--- src/design/operand_address_generator_regs.vh ---
`ifndef OPERAND_ADDRESS_GENERATOR_REGS_VH
`define OPERAND_ADDRESS_GENERATOR_REGS_VH

// Addressing modes on addr_mode
`define MODE_IMPLIED 4'h0
`define MODE_BYTE_REG 4'h1
`define MODE_PAIR_REG 4'h2
`define MODE_DIRECT 4'h3
`define MODE_SHORT_DIRECT 4'h4
`define MODE_SPECIAL_REG 4'h5
`define MODE_REG_INDIRECT 4'h6
`define MODE_BASED 4'h7
`define MODE_BASED_INDEXED 4'h8
`define MODE_STACK 4'h9

// Implied-operand instruction classes on implied_op
`define UNSIGNED_MULTIPLY_OP 3'h0
`define UNSIGNED_WORD_DIVIDE_OP 3'h1
`define DECIMAL_ADJUST_AFTER_ADD 3'h2
`define DECIMAL_ADJUST_AFTER_SUB 3'h3
`define DIGIT_ROTATE_LEFT 3'h4
`define DIGIT_ROTATE_RIGHT 3'h5

// Byte register codes
`define CODE_X 3'h0
`define CODE_A 3'h1
`define CODE_C 3'h2
`define CODE_B 3'h3
`define CODE_E 3'h4
`define CODE_D 3'h5
`define CODE_L 3'h6
`define CODE_H 3'h7

// Pair register codes
`define PAIR_AX 2'h0
`define PAIR_BC 2'h1
`define PAIR_DE 2'h2
`define PAIR_HL 2'h3

// Short direct window FE20H..FF1FH
`define SHORT_HIGH_BITS 7'h7F
`define SHORT_SPLIT 8'h20
`define SHORT_RAM_PAGE 1'h0
`define SHORT_SFR_PAGE 1'h1

// Special register space, with the FFD0H..FFDFH hole unreachable
`define SPECIAL_HIGH_BYTE 8'hFF
`define SPECIAL_HOLE_LO 8'hD0
`define SPECIAL_HOLE_HI 8'hDF

// Internal high-speed RAM bounds for stack accesses
`define STACK_RAM_LO 16'hFB00
`define STACK_RAM_HI 16'hFEFF

`define ZERO_BYTE 8'h00
`define ZERO_WORD 16'h0000
`define ZERO_SLOT 5'h00
`define REG_COUNT 32

`endif

--- src/design/operand_address_generator.v ---
// How it works
// - Multiply reads A and X implicitly, writes the whole product into AX.
// - Decimal adjust after add or subtract operates on A, no operand field.
// - Digit rotate left and right keep their digit data in A.
// - Register operand chosen by two bank bits plus 3-bit register code.
// - Byte codes 0..7 are X,A,C,B,E,D,L,H; pair codes 0..3 AX,BC,DE,HL.
// - Direct mode passes the 16-bit immediate through as the address.
// - Short direct reaches only the 256-byte window FE20H to FF1FH.
// - Window lower part FE20H-FEFFH is RAM, upper FF00H-FF1FH special registers.
// - Short immediate 20H..FFH gives address bit 8 equal zero.
// - Short immediate 00H..1FH gives address bit 8 equal one.
// - Special register mode reaches FF00H-FFCFH and FFE0H-FFFFH only.
// - Register indirect uses DE or HL of current bank as full address.
// - Based mode adds zero-extended immediate to HL, carry dropped.
// - Based indexed adds zero-extended B or C to HL, carry dropped.
// - Push, pop, call, return and interrupt save address via stack pointer.
// - Stack accesses outside internal high-speed RAM are refused.
`timescale 1ns/100ps
`include "operand_address_generator_regs.vh"

module operand_address_generator (
  input wire sys_clk,
  input wire reset_n,
  input wire clk_en,
  input wire req_valid,
  input wire [3:0] addr_mode,
  input wire [2:0] implied_op,
  input wire [2:0] byte_register_code,
  input wire [1:0] pair_register_code,
  input wire index_use_c,
  input wire bank_select_bit0,
  input wire bank_select_bit1,
  input wire [7:0] imm8,
  input wire [15:0] imm16,
  input wire word_access,
  input wire [15:0] stack_pointer,
  input wire wr_en,
  input wire [2:0] wr_byte_code,
  input wire [7:0] wr_data,
  output wire done,
  output wire [15:0] eff_addr,
  output wire [15:0] eff_addr_upper,
  output wire mem_access,
  output wire reg_access,
  output wire [4:0] reg_slot,
  output wire [15:0] operand_data,
  output wire addr_fault,
  output wire product_written
);

  reg [7:0] gpr [0:`REG_COUNT-1];
  reg done_reg;
  reg [15:0] eff_addr_reg;
  reg [15:0] eff_addr_upper_reg;
  reg mem_access_reg;
  reg reg_access_reg;
  reg [4:0] reg_slot_reg;
  reg [15:0] operand_data_reg;
  reg addr_fault_reg;
  reg product_written_reg;

  reg [15:0] eff_addr_next;
  reg mem_access_next;
  reg reg_access_next;
  reg [4:0] reg_slot_next;
  reg [15:0] operand_data_next;
  reg addr_fault_next;
  reg product_next;

  wire [1:0] bank;
  wire [7:0] bank_x;
  wire [7:0] bank_a;
  wire [7:0] bank_c;
  wire [7:0] bank_b;
  wire [7:0] bank_e;
  wire [7:0] bank_d;
  wire [7:0] bank_l;
  wire [7:0] bank_h;
  wire [63:0] bank_regs;
  wire [15:0] hl_word;
  wire [15:0] ax_product;
  wire [7:0] index_byte;
  integer i;

  function [4:0] slot_of;
    input [1:0] bank_sel;
    input [2:0] code;
    begin
      slot_of = {bank_sel, code};
    end
  endfunction

  // Pair p sits on byte codes 2p (low) and 2p+1 (high), as AX = A:X
  function [15:0] pair_word;
    input [63:0] regs;
    input [1:0] pcode;
    begin
      pair_word = regs[{pcode, 4'h0} +: 16];
    end
  endfunction

  function [7:0] byte_of;
    input [63:0] regs;
    input [2:0] code;
    begin
      byte_of = regs[{code, 3'h0} +: 8];
    end
  endfunction

  assign bank = {bank_select_bit1, bank_select_bit0};
  // Bank passed to functions by value; a function reading the array
  // itself would leave the decode blind to register writes
  assign bank_x = gpr[{bank, `CODE_X}];
  assign bank_a = gpr[{bank, `CODE_A}];
  assign bank_c = gpr[{bank, `CODE_C}];
  assign bank_b = gpr[{bank, `CODE_B}];
  assign bank_e = gpr[{bank, `CODE_E}];
  assign bank_d = gpr[{bank, `CODE_D}];
  assign bank_l = gpr[{bank, `CODE_L}];
  assign bank_h = gpr[{bank, `CODE_H}];
  assign bank_regs = {bank_h, bank_l, bank_d, bank_e, bank_b, bank_c, bank_a, bank_x};
  assign hl_word = pair_word(bank_regs, `PAIR_HL);
  assign ax_product = {`ZERO_BYTE, bank_a} * {`ZERO_BYTE, bank_x};
  assign index_byte = index_use_c ? bank_c : bank_b;

  always @* begin
    eff_addr_next = `ZERO_WORD;
    mem_access_next = 1'b0;
    reg_access_next = 1'b0;
    reg_slot_next = `ZERO_SLOT;
    operand_data_next = `ZERO_WORD;
    addr_fault_next = 1'b0;
    product_next = 1'b0;
    case (addr_mode)
      `MODE_IMPLIED: begin
        reg_access_next = 1'b1;
        case (implied_op)
          `UNSIGNED_MULTIPLY_OP: begin
            reg_slot_next = slot_of(bank, `CODE_A);
            operand_data_next = ax_product;
            product_next = 1'b1;
          end
          `UNSIGNED_WORD_DIVIDE_OP: begin
            // Dividend and quotient live in X
            reg_slot_next = slot_of(bank, `CODE_X);
            operand_data_next = {`ZERO_BYTE, bank_x};
          end
          `DECIMAL_ADJUST_AFTER_ADD, `DECIMAL_ADJUST_AFTER_SUB: begin
            reg_slot_next = slot_of(bank, `CODE_A);
            operand_data_next = {`ZERO_BYTE, bank_a};
          end
          `DIGIT_ROTATE_LEFT, `DIGIT_ROTATE_RIGHT: begin
            reg_slot_next = slot_of(bank, `CODE_A);
            operand_data_next = {`ZERO_BYTE, bank_a};
          end
          default: begin
            reg_access_next = 1'b0;
            addr_fault_next = 1'b1;
          end
        endcase
      end
      `MODE_BYTE_REG: begin
        reg_access_next = 1'b1;
        reg_slot_next = slot_of(bank, byte_register_code);
        operand_data_next = {`ZERO_BYTE, byte_of(bank_regs, byte_register_code)};
      end
      `MODE_PAIR_REG: begin
        reg_access_next = 1'b1;
        reg_slot_next = slot_of(bank, {pair_register_code, 1'b0});
        operand_data_next = pair_word(bank_regs, pair_register_code);
      end
      `MODE_DIRECT: begin
        mem_access_next = 1'b1;
        eff_addr_next = imm16;
      end
      `MODE_SHORT_DIRECT: begin
        mem_access_next = 1'b1;
        // Bit 8 folds 00H..1FH onto FF00H so the window stays contiguous
        if (imm8 < `SHORT_SPLIT) begin
          eff_addr_next = {`SHORT_HIGH_BITS, `SHORT_SFR_PAGE, imm8};
        end else begin
          eff_addr_next = {`SHORT_HIGH_BITS, `SHORT_RAM_PAGE, imm8};
        end
      end
      `MODE_SPECIAL_REG: begin
        if (imm8 >= `SPECIAL_HOLE_LO && imm8 <= `SPECIAL_HOLE_HI) begin
          addr_fault_next = 1'b1;
        end else begin
          mem_access_next = 1'b1;
          eff_addr_next = {`SPECIAL_HIGH_BYTE, imm8};
        end
      end
      `MODE_REG_INDIRECT: begin
        if (pair_register_code == `PAIR_DE || pair_register_code == `PAIR_HL) begin
          mem_access_next = 1'b1;
          eff_addr_next = pair_word(bank_regs, pair_register_code);
        end else begin
          addr_fault_next = 1'b1;
        end
      end
      `MODE_BASED: begin
        mem_access_next = 1'b1;
        eff_addr_next = hl_word + {`ZERO_BYTE, imm8};
      end
      `MODE_BASED_INDEXED: begin
        mem_access_next = 1'b1;
        eff_addr_next = hl_word + {`ZERO_BYTE, index_byte};
      end
      `MODE_STACK: begin
        // Caller presents the pointer already stepped for push or pop
        if (stack_pointer >= `STACK_RAM_LO && stack_pointer <= `STACK_RAM_HI) begin
          mem_access_next = 1'b1;
          eff_addr_next = stack_pointer;
        end else begin
          addr_fault_next = 1'b1;
        end
      end
      default: begin
        addr_fault_next = 1'b1;
      end
    endcase
  end

  always @(posedge sys_clk) begin
    if (!reset_n) begin
      done_reg <= 1'b0;
      eff_addr_reg <= `ZERO_WORD;
      eff_addr_upper_reg <= `ZERO_WORD;
      mem_access_reg <= 1'b0;
      reg_access_reg <= 1'b0;
      reg_slot_reg <= `ZERO_SLOT;
      operand_data_reg <= `ZERO_WORD;
      addr_fault_reg <= 1'b0;
      product_written_reg <= 1'b0;
    end else if (clk_en) begin
      done_reg <= req_valid;
      product_written_reg <= req_valid && product_next;
      if (req_valid) begin
        eff_addr_reg <= eff_addr_next;
        // Word partner is addr|1; an odd base from software would alias
        // Only memory results get a partner; faults and registers keep zero
        eff_addr_upper_reg <= (word_access && mem_access_next) ?
          {eff_addr_next[15:1], 1'b1} : eff_addr_next;
        mem_access_reg <= mem_access_next;
        reg_access_reg <= reg_access_next;
        reg_slot_reg <= reg_slot_next;
        operand_data_reg <= operand_data_next;
        addr_fault_reg <= addr_fault_next;
      end
    end
  end

  // Register file; a multiply result beats a same-cycle external write
  always @(posedge sys_clk) begin
    if (!reset_n) begin
      for (i = 0; i < `REG_COUNT; i = i + 1) begin
        gpr[i] <= `ZERO_BYTE;
      end
    end else if (clk_en) begin
      if (req_valid && product_next) begin
        gpr[slot_of(bank, `CODE_X)] <= ax_product[7:0];
        gpr[slot_of(bank, `CODE_A)] <= ax_product[15:8];
      end else if (wr_en) begin
        gpr[slot_of(bank, wr_byte_code)] <= wr_data;
      end
    end
  end

  assign done = done_reg;
  assign eff_addr = eff_addr_reg;
  assign eff_addr_upper = eff_addr_upper_reg;
  assign mem_access = mem_access_reg;
  assign reg_access = reg_access_reg;
  assign reg_slot = reg_slot_reg;
  assign operand_data = operand_data_reg;
  assign addr_fault = addr_fault_reg;
  assign product_written = product_written_reg;

endmodule // operand_address_generator

--- config.mk ---
export PLATFORM = sky130hd
export DESIGN_NAME = operand_address_generator
export DESIGN_NICKNAME = d
export VERILOG_FILES = /design/src/design/operand_address_generator.v
export VERILOG_INCLUDE_DIRS = /design/src /design/src/design
export SDC_FILE = /design/constraint.sdc
export NUM_CORES = 1
export LEC_CHECK = 0
export BUFFER_PORTS_ARGS = -buffer_cell sky130_fd_sc_hd__buf_2
export CAP_MARGIN = 25
export CORE_UTILIZATION = 62
export DETAILED_ROUTE_END_ITERATION = 6
export GPL_TIMING_DRIVEN = 0
export PLACE_DENSITY = 0.88
export SYNTH_ARGS = -nofsm -noshare
export SYNTH_HDL_FRONTEND = slang
export SYNTH_SLANG_ARGS = --single-unit
--- constraint.sdc ---
create_clock -name sys_clk -period 7.2 [get_ports sys_clk]
set_clock_uncertainty 0.15 [all_clocks]
set_input_delay 0.36 -clock sys_clk [delete_from_list [all_inputs] [get_ports sys_clk]]
set_output_delay 0.36 -clock sys_clk [all_outputs]
set_load 0.03 [all_outputs]
# == Word-level counts from Yosys, hierarchy flattened ==
# Memory sizes are Yosys's and may differ from the RTL's.
# Cells that the tools add are included.
# op_classes
addsub,2
multipliers,1
order_cmp,5
eq_ne,16
n_shift,2
mux,43
n_reduce_logical,17
# ops
operator,count
$pmux W16 S7,1
$pmux W16 S3,2
$shiftx A64 B7 Y16,1
$shiftx A64 B7 Y8,1
$mux W16,3
$add A16 B8 Y16,2
$mux W8,4
$mux W1,24
$reduce_or A8 Y1,3
$eq A4 B3 Y1 const B,4
$ge A16 B16 Y1 const B,1
$le A16 B16 Y1 const B,1
$mul A8 B8 Y16,1
$mux W5,3
$pmux W5 S3,1
$reduce_or A6 Y1,2
$pmux W5 S2,1
$mux W9,1
$eq A4 B2 Y1 const B,2
$eq A4 B4 Y1 const B,2
$ge A8 B8 Y1 const B,1
$le A8 B8 Y1 const B,1
$lt A8 B6 Y1 const B,1
$reduce_or A4 Y1,2
other kinds (15),21
# totals
register_bits,58
ram_bits,256
in_bits,72
output_inout_bits,58
word_cells,96
mem_count,1
# mem_list
memory,words,width,rd,rd_clocked_by_memory_dff,wr,line,source
gpr,32,8,8,0,32,operand_address_generator.v:51,reg [7:0] gpr [0:`REG_COUNT-1];

# == Depth between registers and ports, before layout ==
# Gate-level depths: netlist of run 1.
# depth
word_depth,11
mapped_depth,23
ltp_nobuf,19

# == Worst setup path after synthesis of run 1 ==
# No wires, ideal clock.
# synth_path
path_kind,input-to-reg
start,input port bank_select_bit1
end,"memory gpr[17][4], data pin"
setup_ps,132
arrival_time_ps,5647
required_ps,6918
setup_slack_ps,1271
cell_stages,20
n_path_buf,5
path_cell_list,buf_2 -> buf_2 -> buf_2 -> buf_2 -> buf_2 -> mux2_2 -> nor2_1 -> fa_1 -> fa_1 -> fa_1 -> inv_1 -> fa_1 -> inv_1 -> ha_1 -> o21a_1 -> o21ai_0 -> a22oi_1 -> or4b_2 -> nand4b_1 -> a22o_1
# synth_lines
element,line,source
from (decl),operand_address_generator.v:32,"input wire bank_select_bit1,"
to (decl),operand_address_generator.v:51,

==> results of run 1 <==
-- final cells by class --
class,instances,area share [%]
Antenna cell,2,0.0234
Buffer,131,3.07
Clock buffer,37,3.83
Clock inverter,21,1.23
Inverter,60,1.05
Multi-Input combinational cell,1126,44.5
Sequential cell,299,40.0
Tap cell,390,2.28
Timing Repair Buffer,155,3.99
-- what timing repair did --
action / 4_1_cts / 5_1_grt
endpoints found under the hold margin: 7 / 0
hold buffers: 6 / 0
resized for setup: 0 / 2
endpoints found under the setup margin: 0 / 9
-- path summary, 6_finish.rpt --
kind | from | endpoint | slack (ns) | cells past startpoint
setup / recovery | bank_select_bit1 | gpr[1][7] | 0.21 | 22
hold / removal | wr_data[1] | gpr[8][1] | 0.007 | 2
setup reg to reg | gpr[17][2] | gpr[1][7] | 0.76 | 17
hold reg to reg | operand_data[13] | operand_data[13] | 0.30 | 2
-- critical path, stage by stage --
cell	delay, ns
sky130_fd_sc_hd__buf_2	0.22
sky130_fd_sc_hd__buf_2	0.47
sky130_fd_sc_hd__buf_2	0.49
sky130_fd_sc_hd__buf_2	0.38
sky130_fd_sc_hd__buf_2	0.39
sky130_fd_sc_hd__nand2_1	0.09
sky130_fd_sc_hd__o21ai_0	0.39
sky130_fd_sc_hd__nor2_1	0.16
sky130_fd_sc_hd__fa_1	0.57
sky130_fd_sc_hd__fa_1	0.45
sky130_fd_sc_hd__fa_1	0.55
sky130_fd_sc_hd__inv_1	0.05
sky130_fd_sc_hd__fa_1	0.52
sky130_fd_sc_hd__inv_1	0.04
sky130_fd_sc_hd__ha_1	0.32
sky130_fd_sc_hd__nand2_1	0.06
sky130_fd_sc_hd__o21ai_0	0.29
sky130_fd_sc_hd__o21ai_0	0.30
sky130_fd_sc_hd__mux2i_1	0.20
sky130_fd_sc_hd__a2111oi_2	0.52
sky130_fd_sc_hd__clkbuf_4	0.31
sky130_fd_sc_hd__a22o_1	0.15
-- layer usage --
layer	track usage, %	part of all wire (%)
met1	54.3	35
met2	65.2	44
met3	13.7	15
met4	24.1	6.1
met5	0	0.048
-- placed cells by master, fill, tap and decap left out, drive strengths merged, types with 7 or more instances in the layout --
cell	netlist	final
edfxtp	256	256
ha	44	44
dfxtp	43	43
nor2	117	117
buf	62	210
nor3	12	12
and3	9	9
mux2i	67	67
o2bb2ai	8	8
o22ai	8	8
nand4	11	11
xnor2	12	12
mux2	30	30
and2	212	212
nand3	19	19
o21a	9	9
a211oi	20	20
nor4	7	7
a21oi	40	40
xor2	7	7
a22oi	9	9
nand2b	16	16
a221oi	11	11
clkbuf	69	107
nor2b	17	17
inv	60	61
a221o	9	9
clkinv	0	14
a22o	60	60
o211ai	16	16
nand2	82	82
fa	37	37
mux4	82	82
o21ai	57	57
-- per-stage QoR --
step                hold slack, ns  util (%)  setup WS (ns)  total power [µW]  cell area, µm²
detailed placement           0.283      67.6         -0.552              3070           20200
floorplan                    0.393         -           1.27              2670           18900
finish                     0.00657      71.6          0.209              4830           21400
global route                0.0194      71.6         0.0161              4940           21400
global placement             0.272      67.1         -0.807              3030           20000
CTS                       0.000383      71.4         0.0185              4760           21300
-- power by group --
part | total [µW] | switching, µW | internal [µW]
sequential | 1980 | 32.1 | 1950
clock | 1740 | 712 | 1020
combinational | 1110 | 746 | 367
-- cells by family after synthesis --
family / after synthesis / share of synthesized area (%)
buffers and inverters: 191 / 4.66
multiplexers: 179 / 15.1
AO/OA/AOI/OAI: 316 / 12.3
flip-flops: 299 / 45.1
adder cells (fa/ha/maj): 81 / 6.82
XOR/XNOR: 19 / 0.878
AND/OR/NAND/NOR: 531 / 15.1
==> impl_metrics.yaml, run 1 <==
layout:
  multiInputGateArea_mm2: 0.00953
  area.growth.synth_to_final_pct: 12.9
  layout.filler_cells: 2060
  layout-drive-gt1-share_pct: 20.9
  ff_latch_area_mm2: 0.00855
  final_nets: 1957
  final_cells: 2221
  largest_register_ffs: 256
floorplanning:
  floorplan.initialDensity_pct: 63.4
  ios: 130
  core_area_mm2: 0.0299
  fp.dieArea_mm2: 0.0313
  num_rows: 63
  die_height_um: 177
  die_width_um: 177
sta:
  setup_viol: 0
  max_slew.worst_pin.slew_ns: 1.13
  min_period_over_period_pct: 97.1
  layout_min_cycle_time_ns: 6.99
  timing.setup.tns_ns: 0
  max_slew_margin_pct: 22.7
  count_of_pins_over_their_slew_limit: 0
  clock.fmax_ghz: 0.143
  hold_viol: 0
  rsz0062_at_grt: "false"
critical_path:
  critical_path.max_fanout: 10
  critical_path_required_ns: 7.51
  critical_path_arrival_ns: 7.31
  worstSetupPathType: "in -> reg"
  startpoint_type: "input port"
  endpoint_kind: "flop"
clock_tree:
  cts-buffers-inserted: 31
  clk_pin_slew_worst_paths_ns: 0.06
  tritoncts: "done"
  post_cts.repair.setup_buffers: 0
  cts.htree.levels: 1
  worstSkewPairLatency_ns: 0.60
  clk_root_buffer_cell: "sky130_fd_sc_hd__clkbuf_16"
  cts_buffer_depth: 3
  clock_sink_count: 299
placed_design:
  post-dp-hpwl_um: 49100
  dp_cells: 2151
  gp_congestion: 0.989
  io_buffer_count: 120
routing:
  detail_route.wirelength_um: 66500
  drc_errors: 1
  detail-route-antenna-nets: 0
  detail_route.vias_per_cell: 7.06
  wire_per_inst_um: 29.9
  vias: 15700
  first_pass_iters: 7
  drt_first_iter_violations: 2360
grt:
  grt_antenna_before_repair: 3
  grt_overflow: 0
  grt_usage_pct: 42.9
  grt_start_max_net_pins: 17
  grt_pass1_wl_um: 95900
  grt_pass1_vias: 15100
synth:
  avgSynthCellArea_um2: 11.7
  synth.top_cell.area_share_pct: 40.6
  yosysWarningCount: 0
  synth-seq-cells: 299
  synth_area_leaders: "sky130_fd_sc_hd__edfxtp_1 (41%), sky130_fd_sc_hd__mux4_2 (9.7%), sky130_fd_sc_hd__and2_1 (7.0%), sky130_fd_sc_hd__dfxtp_1 (4.5%), sky130_fd_sc_hd__fa_1 (3.9%)"
  synth_seq_area_share_pct: 45.1
  synth.most_common_cell: "sky130_fd_sc_hd__edfxtp_1"
  synthesis.instances: 1616
  synth_largest_area_cell: "sky130_fd_sc_hd__edfxtp_1"
  postSynthNetCount: 1769
  post_synth_instance_area_mm2: 0.0189
  synth_commonest_cells: "sky130_fd_sc_hd__edfxtp_1 (256), sky130_fd_sc_hd__and2_1 (212), sky130_fd_sc_hd__nor2_1 (117)"
  synth-edff-count: 256
  post_synth_num_cell_types: 82
  synth-async-reset-ratio_pct: 0
  dominantRegCellSynth: "sky130_fd_sc_hd__edfxtp_1"
pwr:
  power.ir.vdd_worst_v: 0.000227
  power-per-cell-area_mw_per_mm2: 226
  power.static_leakage_uw: 0.00837
status:
  outcome: "complete, but fails checks"
  failed_checks: "design-rule violations"
min_path:
  hold_class: "in -> reg"
job:
  drv.max_cap_violation_count: 0
(Power assumes the default switching activity.)
==> inputs of run 2 (changes only) <==
==> constraint.sdc (replaced) <==
create_clock -name sys_clk -period 7.2 [get_ports sys_clk]
set_clock_uncertainty 0.15 [all_clocks]
set_input_delay 0.72 -clock sys_clk [delete_from_list [all_inputs] [get_ports sys_clk]]
set_output_delay 0.72 -clock sys_clk [all_outputs]
set_load 0.03 [all_outputs]
==> impl_metrics.yaml, run 2 (synthesis gave the netlist of run 1 again) <==
critical_path:
  r2r-end: "gpr[1][2]"
  critical_path.max_fanout: 10
  cpMaxStageDelayCell: "sky130_fd_sc_hd__xor2_1"
  worstSetupPathType: "in -> reg"
  reg2reg_from: "gpr[17][2]"
  endpoint_kind: "flop"
  worst-r2r-cell-count: 15
  startpoint_type: "input port"
  timing.reg2reg.setup_slack_ns: 0.83
  critical_path_required_ns: 7.51
  cp_common_cell: "sky130_fd_sc_hd__fa_1"
  critical_path_arrival_ns: 7.37
  worstSetupStartpoint: "bank_select_bit1"
  cp_cell_instances: "buf_2 > clkbuf_4 > clkbuf_4 > buf_2 > buf_2 > mux2_2 > nor2_1 > fa_1 > fa_1 > fa_1 > inv_1 > fa_1 > inv_1 > ha_1 > o21a_1 > o21ai_0 > a22oi_1 > xor2_1 > a22o_1"
  slowest_cell_delay_on_critical_path_ns: 0.81
sta:
  hold_viol: 0
  setup_viol: 0
  max_slew.worst_pin.slew_ns: 1.12
  min_period_over_period_pct: 98.0
  timing.setup.tns_ns: 0
  clock.fmax_ghz: 0.142
  layout_min_cycle_time_ns: 7.05
  max_slew_margin_pct: 23.0
  count_of_pins_over_their_slew_limit: 0
status:
  outcome: "completed"
min_path:
  whs_path_depth: 2
  hold-path-endpoint: "operand_data[13]"
  hold_class: "reg -> reg"
  hold_path.startpoint: "operand_data[13]"
layout:
  area.growth.synth_to_final_pct: 12.9
  layout.filler_cells: 2049
  utilization_pct: 71.6
  layout-drive-gt1-share_pct: 21.2
  commonest_non_fill_non_tap_cells_in_the_layout: "sky130_fd_sc_hd__edfxtp_1 (256), sky130_fd_sc_hd__and2_1 (212), sky130_fd_sc_hd__buf_2 (153)"
  final_nets: 1953
  final_common_cell: "sky130_fd_sc_hd__edfxtp_1"
  largest_register_ffs: 256
  final_cells: 2216
  fin_area_mm2: 0.0214
routing:
  vias: 15700
  wire_per_inst_um: 30.1
  first_pass_iters: 6
  detail_route.wirelength_um: 66700
  detail-route-antenna-nets: 0
  detail_route.vias_per_cell: 7.08
  drt_first_iter_violations: 2402
  drc_errors: 0
grt:
  grt_overflow: 0
  grt_start_max_net_pins: 17
  grt_pass1_vias: 15100
  grt_usage_pct: 42.9
  grt_antenna_before_repair: 2
  grt_pass1_wl_um: 96000
placed_design:
  gp_congestion: 0.989
  post-dp-hpwl_um: 49100
  io_buffer_count: 120
  dp_cells: 2151
  placed_area_mm2: 0.0202
clock_tree:
  clk_root_buffer_cell: "sky130_fd_sc_hd__clkbuf_16"
  worstSkewPairLatency_ns: 0.60
  cts-buffers-inserted: 31
  clock_sink_count: 299
  clk_pin_slew_worst_paths_ns: 0.06
  cts_buffer_depth: 3
  tritoncts: "done"
  cts.htree.levels: 1
pwr:
  power.ir.vdd_worst_v: 0.000226
  power-per-cell-area_mw_per_mm2: 228
  power.static_leakage_uw: 0.00838
  total_power_uw: 4870
floorplanning:
  ios: 130
  core_area_mm2: 0.0299
  num_rows: 63
  floorplan.initialDensity_pct: 63.4
  die_width_um: 177
  die_height_um: 177
  fp.dieArea_mm2: 0.0313
job:
  drv.max_cap_violation_count: 0
==> run 2: cell types whose count changed in the layout (fill, tap and decap cells not counted), moves of 2 or more <==
| cell | previous run | this run |
|---|---|---|
| sky130_fd_sc_hd__xnor2_1 | 11 | 9 |
| sky130_fd_sc_hd__buf_4 | 41 | 43 |
| sky130_fd_sc_hd__buf_2 | 155 | 153 |
| sky130_fd_sc_hd__dlygate4sd3_1 | 6 | 0 |
==> run 2: worst max-delay path by stage <==
stage	end	slack [ns]
2_1_floorplan	gpr[17][4]	0.91
3_3_place_gp	operand_data[13]	-1.17
3_5_place_dp	gpr[1][7]	-0.91
4_1_cts	gpr[9][3]	0.07
5_1_grt	gpr[1][2]	-0.005
6_report	gpr[1][2]	0.15
==> run 2: cell type report <==
| type | instances | area (µm²) | area share, % |
|---|---|---|---|
| antenna | 1 | 2.50 | 0.0117 |
| buffer | 131 | 662 | 3.09 |
| clock buffer | 37 | 818 | 3.82 |
| clock inverter | 21 | 264 | 1.23 |
| inverter | 60 | 225 | 1.05 |
| multi-input combinational | 1126 | 9570 | 44.7 |
| sequential | 299 | 8550 | 40.0 |
| tap | 390 | 488 | 2.28 |
| timing repair buffer | 151 | 821 | 3.84 |
==> run 2: power breakdown <==
group / switching (µW) / internal, µW / total (µW)
Clock: 710 / 1020 / 1730
Combinational: 758 / 393 / 1150
Sequential: 31.9 / 1950 / 1980
==> run 2: timing repair <==
action | in CTS | in global routing
resized for setup | 2 | 6
pin swaps | 1 | 2
buffers inserted | 0 | 3
hold buffers | 0 | 0
setup endpoints to repair | 6 | 31
==> run 2: per-layer routing <==
metal | routed length (µm) | GRT usage, % | up-vias
met3 | 9790 | 13.3 | 289
met1 | 23100 | 54.4 | 7581
li1 | - | - | 6430
met5 | 97 | 0 | -
met4 | 4360 | 24.6 | 6
met2 | 29400 | 65.1 | 1379
==> run 2: worst max-delay path, delay by kind of cell <==
kind | cells | cell delay (ns)
xor+xnor | 1 | 0.81
buf+inv | 7 | 1.83
fa+ha+maj | 5 | 2.42
simple gates | 1 | 0.16
compound gates | 4 | 0.93
mux | 1 | 0.46
==> run 2: stage by stage <==
stage / setup WS (ns) / hold WS (ns)
2_1_floorplan: 0.911 / 0.417
3_3_place_gp: -1.17 / 0.272
3_5_place_dp: -0.912 / 0.283
4_1_cts: 0.0704 / 0.291
5_1_grt: -0.00493 / 0.326
6_report: 0.146 / 0.294
